==> src/xfer_decode_pkg.sv <==
// Purpose: constants and types for the data-transfer decode and timing
// Assumes: one clock; instruction bytes arrive from the bus interface unit
// Notes: cycle figures are minimum execution clocks of the wide variant
// Operation
// - opcode 10001110 plus addressing byte loads a segment register, 2/9 or 2/13.
// - opcode 10001100 plus addressing byte stores a segment register, 2/11 or 2/15.
// - opcode 11010111 looks up a table byte into accumulator low, 11 or 15.
// - opcode 10001101 loads an effective address, no memory access, 6 clocks.
// - opcode 11000101 memory form loads far pointer with data segment, 18/26.
// - opcode 11000100 memory form loads far pointer with extra segment, 18/26.
// - opcode 10011111 copies low flags into accumulator high byte, 2 clocks.
// - opcode 10011110 stores accumulator high byte into low flags, 3 clocks.
// - wide-bus variant queues up to 6 prefetched instruction bytes.
// - narrow-bus variant queues only 4 bytes, so execution may stall.
// - memory instructions may take one or two clocks beyond their minimum.
// - jump and call counts include fetching the destination opcode.
// - counts start only with all bytes queued, no waits, even word data.
// - narrow variant adds 4 clocks per word memory transfer.
package xfer_decode_pkg;
   localparam logic [7:0] OP_TO_SEG = 8'h8E;
   localparam logic [7:0] OP_FROM_SEG = 8'h8C;
   localparam logic [7:0] OP_TABLE = 8'hD7;
   localparam logic [7:0] OP_LEA = 8'h8D;
   localparam logic [7:0] OP_FAR_DATA = 8'hC5;
   localparam logic [7:0] OP_FAR_EXTRA = 8'hC4;
   localparam logic [7:0] OP_FLAGS_TO_AH = 8'h9F;
   localparam logic [7:0] OP_AH_TO_FLAGS = 8'h9E;
   // addressing byte layout
   localparam int MOD_MSB = 7;
   localparam int SEG_PAD_BIT = 5;
   localparam int RM_MSB = 2;
   localparam logic [1:0] MOD_NODISP = 2'h0;
   localparam logic [1:0] MOD_DISP8 = 2'h1;
   localparam logic [1:0] MOD_DISP16 = 2'h2;
   localparam logic [1:0] MOD_REG = 2'h3;
   localparam logic [2:0] RM_DIRECT = 3'h6;
   // minimum clocks, wide variant
   localparam logic [5:0] CYC_SEG_REG = 6'h02;
   localparam logic [5:0] CYC_TO_SEG_MEM = 6'h09;
   localparam logic [5:0] CYC_FROM_SEG_MEM = 6'h0B;
   localparam logic [5:0] CYC_TABLE = 6'h0B;
   localparam logic [5:0] CYC_LEA = 6'h06;
   localparam logic [5:0] CYC_FAR = 6'h12;
   localparam logic [5:0] CYC_FLAGS_TO_AH = 6'h02;
   localparam logic [5:0] CYC_AH_TO_FLAGS = 6'h03;
   localparam logic [5:0] WORD_XFER_EXTRA = 6'h04;
   localparam logic [5:0] SYNC_EXTRA_MAX = 6'h02;
   // queue depths
   localparam logic [2:0] QUEUE_DEPTH_WIDE = 3'h6;
   localparam logic [2:0] QUEUE_DEPTH_NARROW = 3'h4;
   // reset values
   localparam logic [5:0] CYC_RST = 6'h00;
   localparam logic [2:0] LEVEL_RST = 3'h0;
   localparam logic [2:0] PTR_RST = 3'h0;
   typedef enum logic [3:0] {
      K_NONE = 4'h0,
      K_TO_SEG = 4'h1,
      K_FROM_SEG = 4'h2,
      K_TABLE = 4'h3,
      K_LEA = 4'h4,
      K_FAR_DATA = 4'h5,
      K_FAR_EXTRA = 4'h6,
      K_FLAGS_TO_AH = 4'h7,
      K_AH_TO_FLAGS = 4'h8
   } insn_kind_t;
endpackage : xfer_decode_pkg

==> src/prefetch_queue.sv <==
// Purpose: byte queue between the bus interface unit and the decoder
// Assumes: pops never exceed the current level
// Notes: usable depth shrinks to four on the narrow-bus variant
module prefetch_queue
   import xfer_decode_pkg::*;
(
   input wire logic clk_i,
   input wire logic rst_b_i,
   input wire logic narrow_i,
   input wire logic push_valid_i,
   input wire logic [7:0] push_byte_i,
   output logic push_ready_o,
   input wire logic [2:0] pop_cnt_i,
   output logic [7:0] head_o,
   output logic [7:0] second_o,
   output logic [2:0] level_o
);
   logic [7:0] buf_r [6];
   logic [2:0] rd_r, rd_nxt, wr_r, wr_nxt, level_r, level_nxt, cap;
   logic ready_r, ready_nxt, push_ok;

   function automatic logic [2:0] wrap_add(input logic [2:0] p,
      input logic [2:0] n);
      logic [3:0] s;
      s = {1'b0, p} + {1'b0, n};
      if (s >= {1'b0, QUEUE_DEPTH_WIDE})
      begin
         s = s - {1'b0, QUEUE_DEPTH_WIDE};
      end
      return s[2:0];
   endfunction : wrap_add

   always_comb
   begin
      // queue depth per variant
      // depth per variant
      cap = narrow_i ? QUEUE_DEPTH_NARROW : QUEUE_DEPTH_WIDE;
      push_ok = push_valid_i && ready_r;
      wr_nxt = push_ok ? wrap_add(wr_r, 3'h1) : wr_r;
      rd_nxt = wrap_add(rd_r, pop_cnt_i);
      level_nxt = level_r + {2'h0, push_ok} - pop_cnt_i;
      ready_nxt = level_nxt < cap;
   end

   always_ff @(posedge clk_i or negedge rst_b_i)
   begin
      if (!rst_b_i)
      begin
         rd_r <= PTR_RST;
         wr_r <= PTR_RST;
         level_r <= LEVEL_RST;
         ready_r <= 1'b0;
      end
      else
      begin
         rd_r <= rd_nxt;
         wr_r <= wr_nxt;
         level_r <= level_nxt;
         ready_r <= ready_nxt;
      end
   end

   always_ff @(posedge clk_i)
   begin
      if (push_ok)
      begin
         buf_r[wr_r] <= push_byte_i;
      end
   end

   assign push_ready_o = ready_r;
   assign head_o = buf_r[rd_r];
   assign second_o = buf_r[wrap_add(rd_r, 3'h1)];
   assign level_o = level_r;

   a_wide_depth_cap: assert property (@(posedge clk_i) disable iff (!rst_b_i)
      level_r <= 3'h6)
      else $error("queue holds more than six bytes");
   a_full_refuses_push: assert property (@(posedge clk_i)
      disable iff (!rst_b_i)
      narrow_i && $stable(narrow_i) && level_r == 3'h4 |-> !ready_r)
      else $error("narrow queue accepts a fifth byte");
endmodule : prefetch_queue

==> src/xfer_decode.sv <==
// Purpose: decode and time one group of data-transfer instructions
// Assumes: bus interface unit pushes bytes and acks memory on this clock
// Notes: busy_o stays high for exactly the clocks an instruction takes
module xfer_decode
   import xfer_decode_pkg::*;
(
   input wire logic clk_i,
   input wire logic rst_b_i,
   input wire logic narrow_bus_i,
   input wire logic fetch_valid_i,
   input wire logic [7:0] fetch_byte_i,
   output logic fetch_ready_o,
   input wire logic mem_ack_i,
   output logic [2:0] queue_level_o,
   output logic busy_o,
   output logic [3:0] insn_kind_o,
   output logic mem_form_o,
   output logic done_o,
   output logic [5:0] cycles_o,
   output logic invalid_o
);
   typedef enum logic [2:0] {
      ST_FETCH = 3'b001,
      ST_EXEC = 3'b010,
      ST_SYNC = 3'b100
   } state_t;

   state_t state_r, state_nxt;
   insn_kind_t kind_r, kind_nxt, dec_kind;
   logic [5:0] cnt_r, cnt_nxt, taken_r, taken_nxt, cycles_r, cycles_nxt;
   logic mem_r, mem_nxt, done_r, done_nxt, invalid_r, invalid_nxt;
   logic busy_r, busy_nxt, narrow_s1_r, narrow_r, dec_mem;
   logic [2:0] pop_cnt, dec_len, q_level;
   logic [7:0] q_head, q_second;

   function automatic insn_kind_t kind_of(input logic [7:0] op);
      case (op)
         OP_TO_SEG: return K_TO_SEG;
         OP_FROM_SEG: return K_FROM_SEG;
         OP_TABLE: return K_TABLE;
         OP_LEA: return K_LEA;
         OP_FAR_DATA: return K_FAR_DATA;
         OP_FAR_EXTRA: return K_FAR_EXTRA;
         OP_FLAGS_TO_AH: return K_FLAGS_TO_AH;
         OP_AH_TO_FLAGS: return K_AH_TO_FLAGS;
         default: return K_NONE;
      endcase
   endfunction : kind_of

   function automatic logic has_modrm(input insn_kind_t k);
      return k == K_TO_SEG || k == K_FROM_SEG || k == K_LEA ||
         k == K_FAR_DATA || k == K_FAR_EXTRA;
   endfunction : has_modrm

   function automatic logic is_far(input insn_kind_t k);
      return k == K_FAR_DATA || k == K_FAR_EXTRA;
   endfunction : is_far

   // opcode, addressing byte and displacement must all be queued
   function automatic logic [2:0] insn_len(input insn_kind_t k,
      input logic [7:0] modrm);
      logic [2:0] n;
      n = 3'h1;
      if (has_modrm(k))
      begin
         case (modrm[MOD_MSB -: 2])
            MOD_DISP8: n = 3'h3;
            MOD_DISP16: n = 3'h4;
            MOD_NODISP: n = (modrm[RM_MSB:0] == RM_DIRECT) ? 3'h4 : 3'h2;
            default: n = 3'h2;
         endcase
      end
      return n;
   endfunction : insn_len

   function automatic logic is_illegal(input insn_kind_t k,
      input logic [7:0] modrm);
      logic bad;
      bad = (k == K_NONE);
      if (is_far(k) && modrm[MOD_MSB -: 2] == MOD_REG)
      begin
         bad = 1'b1;
      end
      if ((k == K_TO_SEG || k == K_FROM_SEG) && modrm[SEG_PAD_BIT])
      begin
         bad = 1'b1;
      end
      return bad;
   endfunction : is_illegal

   function automatic logic touches_mem(input insn_kind_t k,
      input logic [7:0] modrm);
      logic m;
      m = 1'b0;
      if (k == K_TABLE || is_far(k))
      begin
         m = 1'b1;
      end
      if ((k == K_TO_SEG || k == K_FROM_SEG) &&
         modrm[MOD_MSB -: 2] != MOD_REG)
      begin
         m = 1'b1;
      end
      return m;
   endfunction : touches_mem

   function automatic logic [5:0] min_cycles(input insn_kind_t k,
      input logic mem, input logic narrow);
      logic [5:0] c;
      logic [5:0] xfers;
      c = CYC_RST;
      xfers = is_far(k) ? 6'h02 : {5'h00, mem};
      case (k)
         K_TO_SEG: c = mem ? CYC_TO_SEG_MEM : CYC_SEG_REG;
         K_FROM_SEG: c = mem ? CYC_FROM_SEG_MEM : CYC_SEG_REG;
         K_TABLE: c = CYC_TABLE;
         K_LEA: c = CYC_LEA;
         K_FAR_DATA, K_FAR_EXTRA: c = CYC_FAR;
         K_FLAGS_TO_AH: c = CYC_FLAGS_TO_AH;
         K_AH_TO_FLAGS: c = CYC_AH_TO_FLAGS;
         default: c = CYC_RST;
      endcase
      if (narrow)
      begin
         c = c + xfers * WORD_XFER_EXTRA;
      end
      return c;
   endfunction : min_cycles

   prefetch_queue u_queue (
      .clk_i(clk_i),
      .rst_b_i(rst_b_i),
      .narrow_i(narrow_r),
      .push_valid_i(fetch_valid_i),
      .push_byte_i(fetch_byte_i),
      .push_ready_o(fetch_ready_o),
      .pop_cnt_i(pop_cnt),
      .head_o(q_head),
      .second_o(q_second),
      .level_o(q_level)
   );

   always_comb
   begin
      state_nxt = state_r;
      kind_nxt = kind_r;
      mem_nxt = mem_r;
      cnt_nxt = cnt_r;
      taken_nxt = taken_r;
      cycles_nxt = cycles_r;
      done_nxt = 1'b0;
      invalid_nxt = 1'b0;
      pop_cnt = 3'h0;
      dec_kind = kind_of(q_head);
      dec_mem = touches_mem(dec_kind, q_second);
      dec_len = insn_len(dec_kind, q_second);
      case (state_r)
         ST_FETCH:
         begin
            if (q_level >= dec_len)
            begin
               pop_cnt = dec_len;
               if (is_illegal(dec_kind, q_second))
               begin
                  invalid_nxt = 1'b1;
               end
               else
               begin
                  state_nxt = ST_EXEC;
                  kind_nxt = dec_kind;
                  mem_nxt = dec_mem;
                  cnt_nxt = min_cycles(dec_kind, dec_mem, narrow_r) - 6'h01;
                  taken_nxt = 6'h01;
               end
            end
         end
         ST_EXEC:
         begin
            if (cnt_r != 6'h00)
            begin
               cnt_nxt = cnt_r - 6'h01;
               taken_nxt = taken_r + 6'h01;
            end
            else if (!mem_r || mem_ack_i)
            begin
               state_nxt = ST_FETCH;
               done_nxt = 1'b1;
               cycles_nxt = taken_r;
            end
            else
            begin
               state_nxt = ST_SYNC;
               cnt_nxt = SYNC_EXTRA_MAX - 6'h01;
               taken_nxt = taken_r + 6'h01;
            end
         end
         ST_SYNC:
         begin
            if (mem_ack_i || cnt_r == 6'h00)
            begin
               state_nxt = ST_FETCH;
               done_nxt = 1'b1;
               cycles_nxt = taken_r;
            end
            else
            begin
               cnt_nxt = cnt_r - 6'h01;
               taken_nxt = taken_r + 6'h01;
            end
         end
         default:
         begin
            state_nxt = ST_FETCH;
         end
      endcase
      busy_nxt = (state_nxt != ST_FETCH);
   end

   always_ff @(posedge clk_i or negedge rst_b_i)
   begin
      if (!rst_b_i)
      begin
         state_r <= ST_FETCH;
         kind_r <= K_NONE;
         mem_r <= 1'b0;
         cnt_r <= CYC_RST;
         taken_r <= CYC_RST;
         cycles_r <= CYC_RST;
         done_r <= 1'b0;
         invalid_r <= 1'b0;
         busy_r <= 1'b0;
         narrow_s1_r <= 1'b0;
         narrow_r <= 1'b0;
      end
      else
      begin
         state_r <= state_nxt;
         kind_r <= kind_nxt;
         mem_r <= mem_nxt;
         cnt_r <= cnt_nxt;
         taken_r <= taken_nxt;
         cycles_r <= cycles_nxt;
         done_r <= done_nxt;
         invalid_r <= invalid_nxt;
         busy_r <= busy_nxt;
         narrow_s1_r <= narrow_bus_i;
         narrow_r <= narrow_s1_r;
      end
   end

   assign queue_level_o = q_level;
   assign busy_o = busy_r;
   assign insn_kind_o = kind_r;
   assign mem_form_o = mem_r;
   assign done_o = done_r;
   assign cycles_o = cycles_r;
   assign invalid_o = invalid_r;

   a_seg_load_count: assert property (@(posedge clk_i)
      disable iff (!rst_b_i) done_r && kind_r == K_TO_SEG |->
      (mem_r ? (cycles_r >= (narrow_r ? 6'd13 : 6'd9) &&
      cycles_r <= (narrow_r ? 6'd15 : 6'd11)) : cycles_r == 6'd2))
      else $error("segment load took wrong clock count");
   a_seg_store_count: assert property (@(posedge clk_i)
      disable iff (!rst_b_i) done_r && kind_r == K_FROM_SEG |->
      (mem_r ? (cycles_r >= (narrow_r ? 6'd15 : 6'd11) &&
      cycles_r <= (narrow_r ? 6'd17 : 6'd13)) : cycles_r == 6'd2))
      else $error("segment store took wrong clock count");
   a_table_count: assert property (@(posedge clk_i)
      disable iff (!rst_b_i) done_r && kind_r == K_TABLE |->
      mem_r && cycles_r >= (narrow_r ? 6'd15 : 6'd11) &&
      cycles_r <= (narrow_r ? 6'd17 : 6'd13))
      else $error("table lookup took wrong clock count");
   a_lea_six_clocks: assert property (@(posedge clk_i)
      disable iff (!rst_b_i) $rose(busy_r) && kind_r == K_LEA |->
      busy_r [*6] ##1 (!busy_r && done_r && !mem_r && cycles_r == 6'd6))
      else $error("address load not six clocks");
   a_far_reg_refused: assert property (@(posedge clk_i)
      disable iff (!rst_b_i) state_r == ST_FETCH && q_level >= 3'h2 &&
      (q_head == 8'hC5 || q_head == 8'hC4) && q_second[7:6] == 2'h3 |=>
      invalid_r && !busy_r)
      else $error("register-form far load not refused");
   a_far_count: assert property (@(posedge clk_i)
      disable iff (!rst_b_i) done_r && (kind_r == K_FAR_EXTRA ||
      kind_r == K_FAR_DATA) |-> cycles_r >= (narrow_r ? 6'd26 : 6'd18) &&
      cycles_r <= (narrow_r ? 6'd28 : 6'd20))
      else $error("far pointer load took wrong clock count");
   a_flags_to_ah: assert property (@(posedge clk_i)
      disable iff (!rst_b_i) $rose(busy_r) && kind_r == K_FLAGS_TO_AH |->
      ##1 busy_r ##1 (!busy_r && done_r && cycles_r == 6'd2))
      else $error("flags copy not two clocks");
   a_ah_to_flags: assert property (@(posedge clk_i)
      disable iff (!rst_b_i) done_r && kind_r == K_AH_TO_FLAGS |->
      cycles_r == 6'd3 && $past(busy_r, 3) && !$past(busy_r, 4))
      else $error("flags store not three clocks");
   a_sync_bounded: assert property (@(posedge clk_i)
      disable iff (!rst_b_i) state_r == ST_SYNC |->
      ##[1:2] state_r == ST_FETCH)
      else $error("memory handshake wait over two clocks");
   a_no_start_empty: assert property (@(posedge clk_i)
      disable iff (!rst_b_i) !busy_r && q_level == 3'h0 |=> !busy_r)
      else $error("execution started with empty queue");
endmodule : xfer_decode

==> config.mk <==
export PLATFORM = sky130hd
export DESIGN_NAME = xfer_decode
export DESIGN_NICKNAME = d
export VERILOG_FILES = /design/src/xfer_decode_pkg.sv /design/src/prefetch_queue.sv /design/src/xfer_decode.sv
export SDC_FILE = /design/constraint.sdc
export NUM_CORES = 1
export LEC_CHECK = 0
export BUFFER_PORTS_ARGS = -buffer_cell sky130_fd_sc_hd__buf_2
export CORE_UTILIZATION = 60
export DETAILED_ROUTE_END_ITERATION = 8
export PLACE_DENSITY = 0.81
export SYNTH_ARGS = -nofsm -noshare
export SYNTH_HDL_FRONTEND = slang
export SYNTH_SLANG_ARGS = --single-unit
==> constraint.sdc <==
create_clock -name clk_i -period 15.8 [get_ports clk_i]
set_input_delay 0.79 -clock clk_i [delete_from_list [all_inputs] [get_ports clk_i]]
set_output_delay 0.79 -clock clk_i [all_outputs]
set_load 0.1 [all_outputs]
==> metrics.md <==
| Metric | Value |
|---|---|
| Fillers | 623 |
| Share of layout cells above drive strength 1 | 19.5% |
| Register area | 0.00247 mm2 |
| Final WS setup | 9630 ps |
| Hold_buf cts | 0 |
| Post-route minimum period | 6170 ps |
| Die width | 94.4 um |
| Num CTS Buffers | 9 |
| Top post-synthesis cells by count | edfxtp_1 (48), dfrtp_1 (40), nor2_1 (32), o21ai_0 (28), nand2_1 (23) |
| Fin crit share | 39.0% |
| Die Area | 0.00891 mm2 |
| First-pass GRT wire length | 17.2 mm |
| CTS Buffer Depth | 2 |
| Post-DP Area | 0.00536 mm2 |
| RSZ-0062 raised after global routing | false |
| Dpl cells | 577 |
| VDD IR max | 0.0935 mV |
| Largest net degree at the start of global routing | 42 |
| Clock power share | 14.9% |
| Top area cells in the synthesized netlist | edfxtp_1 (28%), dfrtp_1 (20%), mux4_2 (4.8%) |
| Worst hold-check path type | reg2reg |
| Worst-Skew Late Latency | 370 ps |
| H-Tree Depth | 3 |
| Status | finished, final reports clean |
| Layout Skew | 19.3 ps |
| Relative slew slack | 18.9% |
| Seq pwr share | 33.4% |
| Synth area leader | edfxtp_1 |
| Gate power share | 51.8% |
| Slew @ Worst Pin | 1220 ps |
| Setup violators final | 0 |
| GR Util All Layers | 26.2% |
| Antenna violations before repair | 0 |
| WP data required | 16060 ps |
| Place WS | 9700 ps |
| Syn Area/Cell | 11.3 um2 |
| Power Total | 1.04 mW |
| Top fanout value on the critical path | 31 |
| Final Hold Viols | 0 |
| DR vias/cell | 6.31 |
| DRT Pass-1 Iters | 4 |
| Post-CTS Resized | 0 |
| CP Capture Point | u_queue.push_ready_o$_DFF_PN0_ |
| Setup tns final | 0 ps |
| F_max | 0.162 GHz |
| Max cap viols | 0 |
| GPL Wtd Cong | 0.991 |
| Root buf cell | clkbuf_8 |
| Setup crit start | u_queue.rd_r[1]$_DFF_PN0_ |
| Vias in the first global route | 3573 |
| CTS sink count | 89 |
| NetSw | 474 uW |
| Final wirelength | 10.8 mm |
| Number of synthesized register bits | 89 |
| Reg2reg start | u_queue.rd_r[1]$_DFF_PN0_ |
| Fraction of registers with async set/reset | 46.1% |
| Post-route insts no fill | 593 |
| Post-detail-place hpwl | 8.01 mm |
| Power density cells | 187 mW/mm2 |
| Gate Count Post-Synth | 453 |
| Post-synth top area share | 28.1% |
| Core box area | 0.00826 mm2 |
| Mapped Area | 0.00512 mm2 |
| Num rows | 33 |
| P&R area growth vs syn | 8.36% |
| Yosys cell types | 71 |
| R2R Setup Slk | 9630 ps |
| Initial Util | 62.0% |
| Switching share of power | 45.8% |
| YS warnings | 0 |
| Ys flop type | edfxtp_1 |
| Pint | 561 uW |
| Routed vias | 3743 |
| Grt total ovfl | 0 |
| Die Ht | 94.4 um |
| Clock transition at path regs | 100 ps |
| Most numerous cell in the Yosys netlist | edfxtp_1 |
| Setup CP Type | reg2reg |
| Sequential element share of the synthesized area | 48.2% |
| Initial DRC count | 161 |
| Final ANT Viol Nets | 0 |
| Crit end category | flip-flop |
| Post-Syn Nets | 487 |
| Nets | 517 |
| Multi-input logic area | 0.00249 mm2 |
| Arr. time, crit path | 6420 ps |
| CTS tree | done |
| Leakage | 2.24 nW |
| WL/cell | 18.3 um |
| R2R Path End | u_queue.push_ready_o$_DFF_PN0_ |
| I/O pins | 31 |
| Port Buf Inserts | 30 |
| Core Util, Final | 67.2% |
| Hold WS | 372 ps |
| DRC Markers | 0 |
| CP startpoint kind | flip-flop |
| Final instance area | 0.00555 mm2 |
| Setup bufs post-CTS | 0 |
| Ant. Diodes | 0 |
| Reg2reg path depth | 22 |
| Number of synthesized flops with an enable pin | 48 |
| Max-slew violations | 0 |
==> power by group through the flow <==
| stage | combinational, mW | sequential [mW] | clock (mW) |
|---|---|---|---|
| 2_1_floorplan | 0.382 | 0.396 | 0 |
| 3_3_place_gp | 0.514 | 0.346 | 0 |
| 3_5_place_dp | 0.532 | 0.349 | 0 |
| 4_1_cts | 0.534 | 0.344 | 0.156 |
| 5_1_grt | 0.589 | 0.351 | 0.166 |
| 6_report | 0.536 | 0.345 | 0.154 |
==> routing by layer <==
layer,vias to the layer above,GRT usage (%),part of all wire [%]
li1,1774,-,-
met1,1842,29.8,41
met2,104,47.9,52
met3,23,5.72,4.0
met4,0,9.49,2.1
met5,-,0,0
==> registers in the layout, summed over array words and instances, names as in the netlist <==
signal                flops
state_r                   3
u_queue.buf_r            48
taken_r                   6
done_o                    1
narrow_s1_r               1
cnt_r                     6
u_queue.push_ready_o      1
cycles_o                  6
invalid_o                 1
narrow_r                  1
u_queue.level_o           3
busy_o                    1
u_queue.wr_r              3
u_queue.rd_r              3
insn_kind_o               4
mem_form_o                1
==> critical path: stages, from the launching register on <==
cell      delay [ps]
dfrtp_1         1160
inv_1            100
ha_1             470
nand4b_1         150
a31oi_1          280
or2_2            400
a211oi_1         380
nor2_1           110
o31ai_1          290
ha_1             280
nand2b_1         140
a21oi_1          150
nor2b_1           60
o211ai_1         250
inv_1            220
and2_1           230
ha_1             270
inv_1             40
ha_1             180
fa_1             380
xnor2_1          220
xnor2_1          170
o21ai_0          110
==> cell usage in the layout (no fill, tap or decap), drive strengths merged, types with 4 or more instances in the layout <==
master	count
nand4	6
mux2	20
edfxtp	48
and2	6
buf	34
mux2i	9
nand2b	10
nor4	6
inv	28
o21ai	33
nor3	12
nor2b	6
a31oi	4
or2	6
dfrtp	40
xnor2	9
ha	18
nand3b	6
clkbuf	10
o211ai	6
nor2	32
a21oi	20
nand2	25
mux4	11
nand3	12
and3	5
==> layout make-up <==
class / instances / share of cell area [%]
clock buffers: 10 / 2.48
clock inverters: 6 / 0.992
inverters: 24 / 1.62
multi-input cells: 325 / 44.8
flip-flops and latches: 89 / 44.5
well taps: 105 / 2.37
repair buffers: 34 / 3.25
==> worst min path at each step <==
stage	from	end	depth (start not counted)
2_1_floorplan	narrow_s1_r$_DFF_PN0_	narrow_r$_DFF_PN0_	0
3_3_place_gp	narrow_s1_r$_DFF_PN0_	narrow_r$_DFF_PN0_	0
3_5_place_dp	narrow_s1_r$_DFF_PN0_	narrow_r$_DFF_PN0_	0
4_1_cts	narrow_s1_r$_DFF_PN0_	narrow_r$_DFF_PN0_	0
5_1_grt	narrow_s1_r$_DFF_PN0_	narrow_r$_DFF_PN0_	0
6_report	narrow_s1_r$_DFF_PN0_	narrow_r$_DFF_PN0_	0
==> cells by family (layout without fill, tap and decap cells) <==
group | after synthesis | in the layout | synth area share (%)
fa+ha+maj | 21 | 21 | 5.57
xor+xnor | 12 | 12 | 2.05
mux | 40 | 40 | 11.1
buf+inv | 39 | 74 | 3.25
flops | 89 | 89 | 48.2
simple gates | 143 | 143 | 15.2
compound gates | 109 | 109 | 14.6
(Power assumes the default switching activity.)
